### src/common/cpu_regs_defs.vh
`ifndef CPU_REGS_DEFS_VH
`define CPU_REGS_DEFS_VH

// APB byte offsets of the dedicated registers.
`define OFS_PROGRAM_COUNTER 8'h00
`define OFS_ACCUMULATOR     8'h04
`define OFS_TEMP_ACC        8'h08
`define OFS_INDEX_REGISTER  8'h0C
`define OFS_EXTRA_POINTER   8'h10
`define OFS_STACK_POINTER   8'h14
`define OFS_PROGRAM_STATUS  8'h18
`define OFS_PROGRAM_BASE    8'h1C
`define OFS_REGION_STATUS   8'h20

// Reset values.
`define RST_PROGRAM_COUNTER 16'hFFFD
`define RST_ZERO16          16'h0000
`define RST_CCR             8'h0C
`define RST_RP              8'h00
`define RST_PRDATA          32'h0000_0000

// Field positions inside the condition code byte.
`define CCR_IRQ_ENABLE_BIT  4
`define CCR_LEVEL_HI        3
`define CCR_LEVEL_LO        2

// Address space layout defaults.
`define IO_LAST_DEFAULT     16'h007F
`define DATA_LAST_DEFAULT   16'h027F
`define PROG_BASE_DEFAULT   16'h8000

// Region codes in the region status word.
`define REGION_IO           4'h1
`define REGION_DATA         4'h2
`define REGION_PROGRAM      4'h4
`define REGION_NONE         4'h8

`endif

### src/cpu_dedicated_registers.v
// The register offsets and the APB slave port were left to the implementer.
`timescale 1ns/1ns
// Overview of operation
// RQ1: Program counter is a 16-bit register addressing the fetched instruction.
// RQ2: 16-bit accumulator; 8-bit instructions use and update only its low byte.
// RQ3: 16-bit temporary accumulator is second operand; 8-bit uses low byte.
// RQ4: 16-bit index register modifies operand addresses in indexed mode.
// RQ5: 16-bit extra pointer usable directly as a memory address.
// RQ6: 16-bit stack pointer locates the current stack position.
// RQ7: 16-bit program status holds bank pointer and condition flags.
// RQ8: Status upper byte is bank pointer, lower byte is condition code.
// RQ9: Reset sets counter to FFFD, clears interrupt enable, level to 11.
// RQ10: Decode 64K space: I/O lowest, data above it, program highest.
// RQ11: Software keeps vector tables at the top of the program area.
// RQ12: Bank pointer and condition code bytes update independently.
`include "cpu_regs_defs.vh"

module cpu_dedicated_registers #(
  parameter [15:0] IO_LAST   = `IO_LAST_DEFAULT,
  parameter [15:0] DATA_LAST = `DATA_LAST_DEFAULT,
  parameter [15:0] PROG_BASE = `PROG_BASE_DEFAULT
) (
  // Clock and reset.
  input  wire        pclk,
  input  wire        presetn,
  // APB slave.
  input  wire        psel,
  input  wire        penable,
  input  wire        pwrite,
  input  wire [7:0]  paddr,
  input  wire [31:0] pwdata,
  input  wire [3:0]  pstrb,
  output wire        pready,
  output reg  [31:0] prdata,
  output wire        pslverr,
  // Execution logic writes.
  input  wire        core_op8,
  input  wire        core_pc_we,
  input  wire [15:0] core_pc_d,
  input  wire        core_acc_we,
  input  wire [15:0] core_acc_d,
  input  wire        core_tmp_we,
  input  wire [15:0] core_tmp_d,
  input  wire        core_ix_we,
  input  wire [15:0] core_ix_d,
  input  wire        core_ep_we,
  input  wire [15:0] core_ep_d,
  input  wire        core_sp_we,
  input  wire [15:0] core_sp_d,
  input  wire        core_rp_we,
  input  wire [7:0]  core_rp_d,
  input  wire        core_ccr_we,
  input  wire [7:0]  core_ccr_d,
  // Register values toward the execution logic.
  output reg  [15:0] program_counter,
  output reg  [15:0] accumulator,
  output reg  [15:0] temp_accumulator,
  output reg  [15:0] index_register,
  output reg  [15:0] extra_pointer,
  output reg  [15:0] stack_pointer,
  output wire [15:0] program_status,
  output wire [7:0]  register_bank_pointer,
  output wire [7:0]  condition_code_byte,
  output wire        irq_enable,
  output wire [1:0]  interrupt_level,
  output wire [15:0] acc_operand,
  output wire [15:0] tmp_operand,
  // Address decode.
  input  wire [15:0] core_addr,
  output wire        sel_io,
  output wire        sel_data,
  output wire        sel_program,
  output wire        sel_none
);

  ////////////////////////////////////////////////////////////////////////////

  reg  [7:0]  rp_byte;
  reg  [7:0]  ccr_byte;
  reg  [15:0] prog_base;
  reg  [3:0]  region;
  reg  [31:0] next_prdata;
  reg         hit;

  // Decoded phases of the APB transfer.
  wire        setup   = psel & ~penable;
  wire        wr_acc  = psel & penable & pwrite;
  wire        rd_setup = setup & ~pwrite;

  // A narrow write keeps the upper byte, so 16-bit results survive 8-bit
  // arithmetic on the same register.
  function [15:0] merge16;
    input [15:0] old_v;
    input [15:0] new_v;
    input        op8;
    begin
      merge16 = op8 ? {old_v[15:8], new_v[7:0]} : new_v;
    end
  endfunction

  // Apply APB byte strobes to a 16-bit register.
  function [15:0] strobe16;
    input [15:0] old_v;
    input [31:0] wd;
    input [3:0]  st;
    begin
      strobe16 = {st[1] ? wd[15:8] : old_v[15:8],
                  st[0] ? wd[7:0]  : old_v[7:0]};
    end
  endfunction

  // Offset compare shared by every write decode; the read mux uses its own case.
  function is_ofs;
    input [7:0] a;
    input [7:0] ofs;
    begin
      is_ofs = (a == ofs);
    end
  endfunction

  ////////////////////////////////////////////////////////////////////////////
  // APB answers in the access cycle; read data was caught at setup.

  assign pready  = 1'b1;
  // An unmapped offset is refused in the access phase; a write to it is
  // dropped and a read of it returns zero.
  assign pslverr = psel & penable & ~hit;

  // Unused upper bits of the read word stay zero, so software may read a
  // 16-bit register as a plain word.
  always @* begin
    hit = 1'b1;
    next_prdata = 32'h0000_0000;
    case (paddr)
      `OFS_PROGRAM_COUNTER: next_prdata[15:0] = program_counter;
      `OFS_ACCUMULATOR:     next_prdata[15:0] = accumulator;
      `OFS_TEMP_ACC:        next_prdata[15:0] = temp_accumulator;
      `OFS_INDEX_REGISTER:  next_prdata[15:0] = index_register;
      `OFS_EXTRA_POINTER:   next_prdata[15:0] = extra_pointer;
      `OFS_STACK_POINTER:   next_prdata[15:0] = stack_pointer;
      `OFS_PROGRAM_STATUS:  next_prdata[15:0] = program_status;
      `OFS_PROGRAM_BASE:    next_prdata[15:0] = prog_base;
      `OFS_REGION_STATUS:   next_prdata[3:0]  = region;
      default:              hit = 1'b0;
    endcase
  end

  // Capturing read data at the setup edge lets pready stay high, so every
  // transfer takes two cycles at the cost of one extra register.
  always @(posedge pclk or negedge presetn) begin
    if (!presetn) begin
      prdata <= `RST_PRDATA;
    end else if (rd_setup) begin
      prdata <= next_prdata;
    end
  end

  ////////////////////////////////////////////////////////////////////////////
  // Register file. The execution logic wins over a same-cycle APB write,
  // since the core owns these registers while it runs. Each register has
  // its own process so that the priority of one cannot leak into another.

  // The counter restarts just under the top of memory, where the reset
  // vector sits.
  always @(posedge pclk or negedge presetn) begin
    if (!presetn) begin
      program_counter <= `RST_PROGRAM_COUNTER; // RQ9
    end else if (core_pc_we) begin
      program_counter <= core_pc_d; // RQ1
    end else if (wr_acc && is_ofs(paddr, `OFS_PROGRAM_COUNTER)) begin
      program_counter <= strobe16(program_counter, pwdata, pstrb);
    end
  end

  always @(posedge pclk or negedge presetn) begin
    if (!presetn) begin
      accumulator <= `RST_ZERO16;
    end else if (core_acc_we) begin
      accumulator <= merge16(accumulator, core_acc_d, core_op8); // RQ2
    end else if (wr_acc && is_ofs(paddr, `OFS_ACCUMULATOR)) begin
      accumulator <= strobe16(accumulator, pwdata, pstrb);
    end
  end

  always @(posedge pclk or negedge presetn) begin
    if (!presetn) begin
      temp_accumulator <= `RST_ZERO16;
    end else if (core_tmp_we) begin
      temp_accumulator <= merge16(temp_accumulator, core_tmp_d,
                                  core_op8); // RQ3
    end else if (wr_acc && is_ofs(paddr, `OFS_TEMP_ACC)) begin
      temp_accumulator <= strobe16(temp_accumulator, pwdata, pstrb);
    end
  end

  always @(posedge pclk or negedge presetn) begin
    if (!presetn) begin
      index_register <= `RST_ZERO16;
    end else if (core_ix_we) begin
      index_register <= core_ix_d; // RQ4
    end else if (wr_acc && is_ofs(paddr, `OFS_INDEX_REGISTER)) begin
      index_register <= strobe16(index_register, pwdata, pstrb);
    end
  end

  always @(posedge pclk or negedge presetn) begin
    if (!presetn) begin
      extra_pointer <= `RST_ZERO16;
    end else if (core_ep_we) begin
      extra_pointer <= core_ep_d; // RQ5
    end else if (wr_acc && is_ofs(paddr, `OFS_EXTRA_POINTER)) begin
      extra_pointer <= strobe16(extra_pointer, pwdata, pstrb);
    end
  end

  always @(posedge pclk or negedge presetn) begin
    if (!presetn) begin
      stack_pointer <= `RST_ZERO16;
    end else if (core_sp_we) begin
      stack_pointer <= core_sp_d; // RQ6
    end else if (wr_acc && is_ofs(paddr, `OFS_STACK_POINTER)) begin
      stack_pointer <= strobe16(stack_pointer, pwdata, pstrb);
    end
  end

  // Software may move the program base, but it must stay below the
  // vector tables or the reset vector stops decoding as program.
  always @(posedge pclk or negedge presetn) begin
    if (!presetn) begin
      prog_base <= PROG_BASE;
    end else if (wr_acc && is_ofs(paddr, `OFS_PROGRAM_BASE)) begin
      prog_base <= strobe16(prog_base, pwdata, pstrb);
    end
  end

  ////////////////////////////////////////////////////////////////////////////
  // Program status is two byte registers so neither write disturbs the other.

  always @(posedge pclk or negedge presetn) begin
    if (!presetn) begin
      rp_byte <= `RST_RP;
    end else if (core_rp_we) begin
      rp_byte <= core_rp_d; // RQ12
    end else if (wr_acc && pstrb[1] &&
                 is_ofs(paddr, `OFS_PROGRAM_STATUS)) begin
      rp_byte <= pwdata[15:8]; // RQ12
    end
  end

  // The condition code byte carries the interrupt enable and level fields.
  always @(posedge pclk or negedge presetn) begin
    if (!presetn) begin
      ccr_byte <= `RST_CCR; // RQ9
    end else if (core_ccr_we) begin
      ccr_byte <= core_ccr_d; // RQ12
    end else if (wr_acc && pstrb[0] &&
                 is_ofs(paddr, `OFS_PROGRAM_STATUS)) begin
      ccr_byte <= pwdata[7:0]; // RQ12
    end
  end

  assign program_status        = {rp_byte, ccr_byte}; // RQ7 RQ8
  assign register_bank_pointer = rp_byte; // RQ8
  assign condition_code_byte   = ccr_byte; // RQ8
  // Interrupt enable and level are fixed fields of the condition code byte.
  assign irq_enable            = ccr_byte[`CCR_IRQ_ENABLE_BIT];
  assign interrupt_level       = ccr_byte[`CCR_LEVEL_HI:`CCR_LEVEL_LO];

  // 8-bit instructions see only the low bytes as operands.
  assign acc_operand = core_op8 ? {8'h00, accumulator[7:0]}
                                : accumulator; // RQ2
  assign tmp_operand = core_op8 ? {8'h00, temp_accumulator[7:0]}
                                : temp_accumulator; // RQ3

  ////////////////////////////////////////////////////////////////////////////
  // Address decode. Addresses between data and program areas select nothing;
  // the vector tables are expected just under the top of the program area,
  // so the base must stay below them. RQ11

  assign sel_io      = (core_addr <= IO_LAST); // RQ10
  assign sel_data    = (core_addr > IO_LAST) &&
                       (core_addr <= DATA_LAST); // RQ10
  assign sel_program = (core_addr >= prog_base) &&
                       (core_addr > DATA_LAST); // RQ10
  assign sel_none    = ~(sel_io | sel_data | sel_program);

  // The region register lags the decode by one cycle, so software sees
  // where the core pointed on the previous edge.
  always @(posedge pclk or negedge presetn) begin
    if (!presetn) begin
      region <= `REGION_NONE;
    end else if (sel_io) begin
      region <= `REGION_IO;
    end else if (sel_data) begin
      region <= `REGION_DATA;
    end else if (sel_program) begin
      region <= `REGION_PROGRAM;
    end else begin
      region <= `REGION_NONE;
    end
  end

endmodule

### config.mk
export PLATFORM = sky130hd
export DESIGN_NAME = cpu_dedicated_registers
export DESIGN_NICKNAME = d
export VERILOG_FILES = /design/src/cpu_dedicated_registers.v
export VERILOG_INCLUDE_DIRS = /design/src /design/src/common
export SDC_FILE = /design/constraint.sdc
export NUM_CORES = 1
export LEC_CHECK = 0
export BUFFER_PORTS_ARGS = -buffer_cell sky130_fd_sc_hd__buf_2
export CAP_MARGIN = 30
export CORE_ASPECT_RATIO = 1.4
export CORE_UTILIZATION = 30
export DETAILED_ROUTE_END_ITERATION = 7
export GPL_TIMING_DRIVEN = 0
export PLACE_DENSITY_LB_ADDON = 0.15
export SLEW_MARGIN = 5
export SYNTH_ARGS = -nofsm -noshare
export SYNTH_HDL_FRONTEND = slang
export SYNTH_SLANG_ARGS = --single-unit
### constraint.sdc
create_clock -name pclk -period 6.45 [get_ports pclk]
set_input_delay 1.29 -clock pclk [delete_from_list [all_inputs] [get_ports pclk]]
set_output_delay 1.29 -clock pclk [all_outputs]
set_load 0.05 [all_outputs]
==> impl_summary.txt, run 1 <==
----------------------------------------------------
[Clocking]
  Number of gates resized after cts ... 0
  Maximum buffer depth of the clock tree ... 2
  H-Tree Level Count ... 4
  Number of clock sinks ... 148
  Worst-path clk slew ... 60 ps
  CTS tree ... built
  Clock buffers created by TritonCTS ... 17
  Root Buffer ... sky130_fd_sc_hd__clkbuf_16
  Total setup buffers inserted after CTS ... 0
  Latest clock arrival within the worst-skew pair ... 440 ps
  CTS Hold Buffers Added ... 0

[Timing]
  Transition time at the pin with the least slew margin ... ~780 ps
  Timing-limited maximum frequency ... 226 MHz
  Min Clock Period, post-route ... 4430 ps
  Final critical-path share of the clock period ... a little under 70%
  Final hold violation count ... 0
  Worst setup skew after layout ... 12.7 ps
  Remaining max-slew budget at the tightest pin ... a little under half
  Setup TNS ... 0 ps
  Unrepaired setup endpoints after global routing ... false
  Max Slew Vio Count ... 0
  Endpoints failing setup ... 0

[Floorplan]
  Vertical extent of the die ... 205 um
  IO Count ... 387
  Standard cell core area ... 0.0291 sq mm
  Number of core rows ... 74
  Overall die area ... 0.0302 sq mm
  Starting utilization of the core area ... 30.4%
  Width of the chip ... about 150 um

[Drt]
  Drt first-iter violations ... 518
  Aggregate routed wire length ... ~37000 um
  Remaining design rule violation count ... 0
  Vias per Instance ... 4.91
  TritonRoute pass-1 iters ... 5
  Wire length per cell ... 22.1 um
  Antenna-violating nets left ... 0
  Routed vias ... between 8000 and 9000

[Worst setup path]
  Cell type group with the largest total delay on the critical path ... simple AND/OR/NAND/NOR gates
  Count of cell instances traversed by the critical path ... 8
  Most numerous cell on the critical path ... sky130_fd_sc_hd__buf_2
  Sort of element at the end of the critical path ... output port
  Crit start category ... primary input
  Critical Path Slowest Stage Cell ... sky130_fd_sc_hd__or4_1
  Crit path buffers/inverters ... 2
  Cells along the critical path ... buf_2, ha_1, and4_1, o21ai_0, or4_1, o211ai_1, a21boi_0, buf_2
  Worst reg-to-reg path cell count ... 6
  Slowest Stage Delay on Critical Path ... around 500 ps
  Worst Path Required ... 5160 ps
  CP arrival ... roughly 3100 ps
  Biggest fanout along the worst timing path ... 4
  Path type of the worst setup path ... primary input to output port

[Final layout]
  Area added between synthesis and finish ... 31.8%
  Nets ... 1492
  Register cell area after layout ... 0.00373 sq mm
  Share of post-route cells with drive strength above 1 ... 37.7%
  Total of fill cells in the finished design ... approximately 3100
  Final cell utilization of the core ... 40.1%
  Most frequent cells in the layout ... sky130_fd_sc_hd__buf_2, sky130_fd_sc_hd__nand2_1, sky130_fd_sc_hd__mux2i_1, sky130_fd_sc_hd__dfrtp_1, sky130_fd_sc_hd__o21ai_0
  Commonest non-fill, non-tap cell in the layout ... sky130_fd_sc_hd__buf_2
  Combined area of the multi-input logic cells ... between 0.004 and 0.005 sq mm

[Yosys]
  Distinct cell type count after synthesis ... 57
  Warning count from the yosys run ... 0
  Synth Register Bits ... 148
  Share of synthesized area occupied by flip-flops and latches ... between 40% and 50%
  Summed instance area of the synthesized netlist ... 0.00885 sq mm
  Synthesized instance count ... about 900
  Most common flop cell mapped by yosys ... sky130_fd_sc_hd__dfrtp_1
  EDFF count, synth ... 0
  Share of flip-flops with an asynchronous set or reset ... 100%
  Post-synthesis average cell area ... 9.57 sq um

[Power and ir drop]
  Switching power total ... 1.16 mW
  Combinational cell fraction of total power ... ~29%
  Fraction of power consumed by the clock network ... 33.9%
  Power Density ... 255 mW/mm^2
  Peak ir drop on the vdd network ... between 0.1 and 0.15 mV
  Sequential group share of total power ... 36.8%
  Internal power ... 1.82 mW
  Switching portion of total power ... 38.9%
  Leak Pwr ... 5.49 nW

[Global route]
  Number of antenna violations at the first check in global routing ... 3
  Total global routing track utilization ... about a quarter
  Global-route wire length before repair ... 52800 um
  Overall overflow remaining after global route ... 0
  Maximum number of pins on one net before global-route repair ... 89
  Vias in the first global route ... ~8000

[Placed design]
  Number of buffers added on ports ... between 300 and 400
  Weighted congestion reported at the end of routability-driven placement ... approximately 0.82
  Half-perimeter wire length of the detailed placement result ... just under 30000 um

[Min path]
  Number of cells on the worst hold path ... 2
  Worst min-delay path category ... register to register

[Job]
  Max-cap check violation count ... 0

[Run status]
  Status ... finished clean

----------------------------------------------------
logic make-up (layout without fill, tap and decap cells):
family	Yosys count	after routing	synth area share (%)
AO/OA/AOI/OAI	223	223	14.4
adder cells (fa/ha/maj)	16	16	2.26
other	2	18	0.0849
flip-flops	148	148	42.1
buffers and inverters	130	494	8.09
AND/OR/NAND/NOR	258	258	15.2
multiplexers	147	147	17.9
final timing paths:
check                         startpoint                        to  slack, ps
hold reg to reg               prdata[15]                prdata[15]        480
setup / recovery            core_addr[7]               sel_program       2020
min in group asynchronous        presetn  register_bank_pointer[5]        770
max in group asynchronous        presetn    condition_code_byte[3]       4800
hold / removal                prdata[15]                prdata[15]        480
setup reg to reg           prog_base[15]                 region[2]       4230
layer usage:
| layer | share of wire [%] | up-vias | GRT usage (%) | routed length (um) |
|---|---|---|---|---|
| li1 | - | 3928 | - | - |
| met1 | 40 | 3965 | 29.4 | 14900 |
| met2 | 51 | 311 | 43.0 | 19100 |
| met3 | 5.4 | 58 | 4.15 | 2000 |
| met4 | 3.2 | 4 | 9.83 | 1210 |
| met5 | 0.070 | - | 0 | 26 |
final cells by class:
type | count | area share [%]
clock buffers | 18 | 3.68
flip-flops and latches | 148 | 32.0
clock inverters | 14 | 1.33
plain buffers | 112 | 5.56
repair buffers | 332 | 14.5
inverters | 18 | 0.580
multi-input cells | 661 | 38.2
diodes | 1 | 0.0215
well taps | 380 | 4.08
cell usage after synthesis, drive strengths merged (5+ instances only):
library cell / instances / area share (%)
nand2: 143 / 6.1
o21ai: 134 / 7.6
mux2i: 132 / 15
dfrtp: 129 / 36
buf: 78 / 5.9
a21oi: 46 / 2.6
nor2: 42 / 2.9
clkbuf: 34 / 1.4
nor2b: 20 / 1.4
dfstp: 19 / 5.6
inv: 18 / 0.76
ha: 16 / 2.3
nor3: 9 / 0.76
a22oi: 8 / 0.68
mux4: 8 / 2.0
mux2: 7 / 0.89
nand3: 7 / 0.40
a221oi: 6 / 0.59
nand2b: 6 / 0.42
nand4: 5 / 0.35
o22ai: 5 / 0.35
stage by stage:
step | worst slack (ps) | hold slack (ps) | cell area (sq um) | std cells | total power [mW]
2_1_floorplan | 1580 | 485 | 8900 | 939 | 1.69
3_3_place_gp | 1660 | 459 | 11000 | 1650 | 1.98
4_1_cts | 1990 | 481 | 11700 | 1683 | 3.00
6_report | 2020 | 480 | 11700 | 1684 | 2.97
3_5_place_dp | 1990 | 468 | 11100 | 1651 | 1.99
5_1_grt | 1900 | 498 | 11700 | 1683 | 3.08
flip-flops by register name, indices dropped and copies added, names as in the netlist:
signal / count
index_register: 16
accumulator: 16
register_bank_pointer: 8
region: 4
condition_code_byte: 8
temp_accumulator: 16
program_counter: 16
prdata: 16
prog_base: 16
extra_pointer: 16
stack_pointer: 16
power by group through the flow:
stage          Combinational, mW  Clock, mW  Sequential, mW
2_1_floorplan              0.362          0            1.33
3_3_place_gp               0.870          0            1.11
3_5_place_dp               0.876          0            1.11
4_1_cts                    0.877       1.03            1.09
5_1_grt                    0.922       1.06            1.10
6_report                   0.872       1.01            1.09
tightest hold or removal path: stages (launching register included):
cell	delay, ps
sky130_fd_sc_hd__dfrtp_1	340
sky130_fd_sc_hd__nand2_1	50
sky130_fd_sc_hd__o21ai_0	60
No activity file was read; power rests on OpenSTA's default activity.
==> inputs of run 2 (changes only) <==
==> constraint.sdc (replaced) <==
create_clock -name pclk -period 3.63 [get_ports pclk]
set_input_delay 0.726 -clock pclk [delete_from_list [all_inputs] [get_ports pclk]]
set_output_delay 0.726 -clock pclk [all_outputs]
set_load 0.05 [all_outputs]
==> run 2 against run 1 <==
  * Sequential share of layout area shrank 0.22 points
  * Clock skew shrank 5.4 ps
  * Critical path type is now register to output port
  * Critical path depth shrank 1
  * Largest cell class unchanged
==> impl_summary.txt, run 2 (same netlist as run 1, synthesis figures left out) <==
----------------------------------------------------
[Min path]
  Worst min-delay path category ... primary input to asynchronous set/reset pin

[Global route]
  Most Crowded Layer GR ... met2
  Met3 usage in global routing ... 4.57%
  Total global routing track utilization ... between 20 and 25%
  Vias in the first global route ... 8074
  Maximum number of pins on one net before global-route repair ... 77
  Overall overflow remaining after global route ... 0
  Global-route wire length before repair ... 53900 um
  Global-route met1 utilization ... approximately 30%
  Met2 track demand over resource in global routing ... 44.2%
  Number of antenna violations at the first check in global routing ... 2

[Clocking]
  CTS tree ... built
  Clock buffers created by TritonCTS ... 17
  Root Buffer ... sky130_fd_sc_hd__clkbuf_16
  Worst-path clk slew ... 60 ps
  Latest clock arrival within the worst-skew pair ... 440 ps
  Maximum buffer depth of the clock tree ... 2
  Number of clock sinks ... 148
  H-Tree Level Count ... 4

[Power and ir drop]
  Power Density ... 470 mW/mm^2
  Peak ir drop on the vdd network ... 0.249 mV
  Overall power after layout ... 5.52 mW
  Leak Pwr ... 5.53 nW

[Timing]
  Final Hold Slack ... 275 ps
  Final critical-path share of the clock period ... 95.1%
  Transition time at the pin with the least slew margin ... 800 ps
  Remaining max-slew budget at the tightest pin ... 46.6%
  Worst setup skew after layout ... around 7.3 ps
  Final hold violation count ... 0
  Endpoints failing setup ... 0
  Timing-limited maximum frequency ... about 290 MHz
  Min Clock Period, post-route ... 3450 ps
  Max Slew Vio Count ... 0

[Final layout]
  Register cell area after layout ... ~0.0037 sq mm
  Combined area of the multi-input logic cells ... between 0.004 and 0.005 sq mm
  Total of fill cells in the finished design ... 3048
  Nets ... between 1000 and 1500
  Most frequent cells in the layout ... sky130_fd_sc_hd__buf_2, sky130_fd_sc_hd__nand2_1, sky130_fd_sc_hd__mux2i_1, sky130_fd_sc_hd__dfrtp_1, sky130_fd_sc_hd__o21ai_0
  Area added between synthesis and finish ... 32.7%
  Final cell utilization of the core ... 40.4%
  Commonest non-fill, non-tap cell in the layout ... sky130_fd_sc_hd__buf_2
  Share of post-route cells with drive strength above 1 ... between 30% and 40%

[Drt]
  Aggregate routed wire length ... between 30000 and 40000 um
  Drt first-iter violations ... 471
  Remaining design rule violation count ... 0
  Antenna-violating nets left ... 0
  Wire length per cell ... roughly 22 um
  Routed vias ... 8331
  Vias per Instance ... 4.94
  TritonRoute pass-1 iters ... 4

[Worst setup path]
  Worst Path Required ... 2900 ps
  Sort of element at the end of the critical path ... output port
  Worst reg-to-reg path cell count ... 6
  Path type of the worst setup path ... register to output port
  Reg-to-reg critical path startpoint ... prog_base[15]
  Biggest fanout along the worst timing path ... 4
  Crit start category ... register
  Worst reg2reg endpoint ... region[2]
  Worst R2R Setup Slack ... 1400 ps
  CP arrival ... 2730 ps
  Origin of the worst setup path ... prog_base[15]

[Placed design]
  Number of buffers added on ports ... 331
  Half-perimeter wire length of the detailed placement result ... slightly below 30000 um
  Weighted congestion reported at the end of routability-driven placement ... between 0.8 and 0.9

[Run status]
  Status ... finished clean

[Floorplan]
  Standard cell core area ... between 0.02 and 0.03 sq mm
  IO Count ... 387
  Number of core rows ... 74
  Starting utilization of the core area ... 30.4%
  Width of the chip ... 147 um
  Overall die area ... 0.0302 sq mm
  Vertical extent of the die ... 205 um

[Job]
  Max-cap check violation count ... 0

----------------------------------------------------
-- run 2: changes by cell type in the layout (fill, tap and decap cells not counted), sizes merged --
cell,change
buf,-1
diode,+1
inv,-3
clkbuf,+7
clkinvlp,-3
bufinv,+3
clkinv,-3
-- run 2: per-layer routing --
metal  vias up  share of wire, %
met4         2               2.6
met5         -             0.035
li1       3932                 -
met1      4059                40
met3        55               5.1
met2       283                52
-- run 2: how the worst max path moves through the flow --
stage / to / slack, ps / cells past startpoint
global route: sel_program / -0.2 / 7
CTS: sel_program / 140 / 7
global placement: register_bank_pointer[5] / -610 / 1
detailed placement: sel_program / 340 / 8
floorplan: sel_program / 250 / 6
finish: sel_program / 180 / 7
-- run 2: critical path, stage by stage (launching register included) --
cell	delay [ps]
sky130_fd_sc_hd__dfstp_2	530
sky130_fd_sc_hd__inv_1	70
sky130_fd_sc_hd__ha_1	300
sky130_fd_sc_hd__nand4_1	170
sky130_fd_sc_hd__or4_1	580
sky130_fd_sc_hd__o211ai_1	190
sky130_fd_sc_hd__a21boi_1	210
sky130_fd_sc_hd__clkbuf_4	250
-- run 2: through the flow --
step | std cells | setup WS, ps | TNS, ps | cell area (sq um)
6_report | 1685 | 176 | 0 | 11700
5_1_grt | 1683 | -0.241 | -0.241 | 11700
4_1_cts | 1683 | 142 | 0 | 11700
3_5_place_dp | 1651 | 337 | 0 | 11100
3_3_place_gp | 1650 | -607 | -76280 | 11000
2_1_floorplan | 939 | 249 | 0 | 8900
-- run 2: layout make-up --
class,count,share of cell area (%)
flip-flops and latches,148,31.7
well taps,380,4.05
diodes,2,0.0426
inverters,18,0.575
plain buffers,112,5.52
clock inverters,8,1.45
repair buffers,332,14.5
multi-input cells,661,38.0
clock buffers,24,4.19
-- run 2: timing repair --
| item | CTS | global route |
|---|---|---|
| setup endpoints to repair | 0 | 1 |
| hold buffers | 0 | 0 |
| buffers inserted | 0 | 0 |
| resized for setup | 0 | 1 |
-- run 2: power by group --
part / switching, mW / internal, mW / leakage, nW / total [mW]
clock: 0.736 / 1.29 / 0.317 / 2.03
sequential: 0.153 / 1.79 / 1.74 / 1.94
combinational: 1.13 / 0.418 / 3.48 / 1.55
total: 2.02 / 3.50 / 5.53 / 5.52
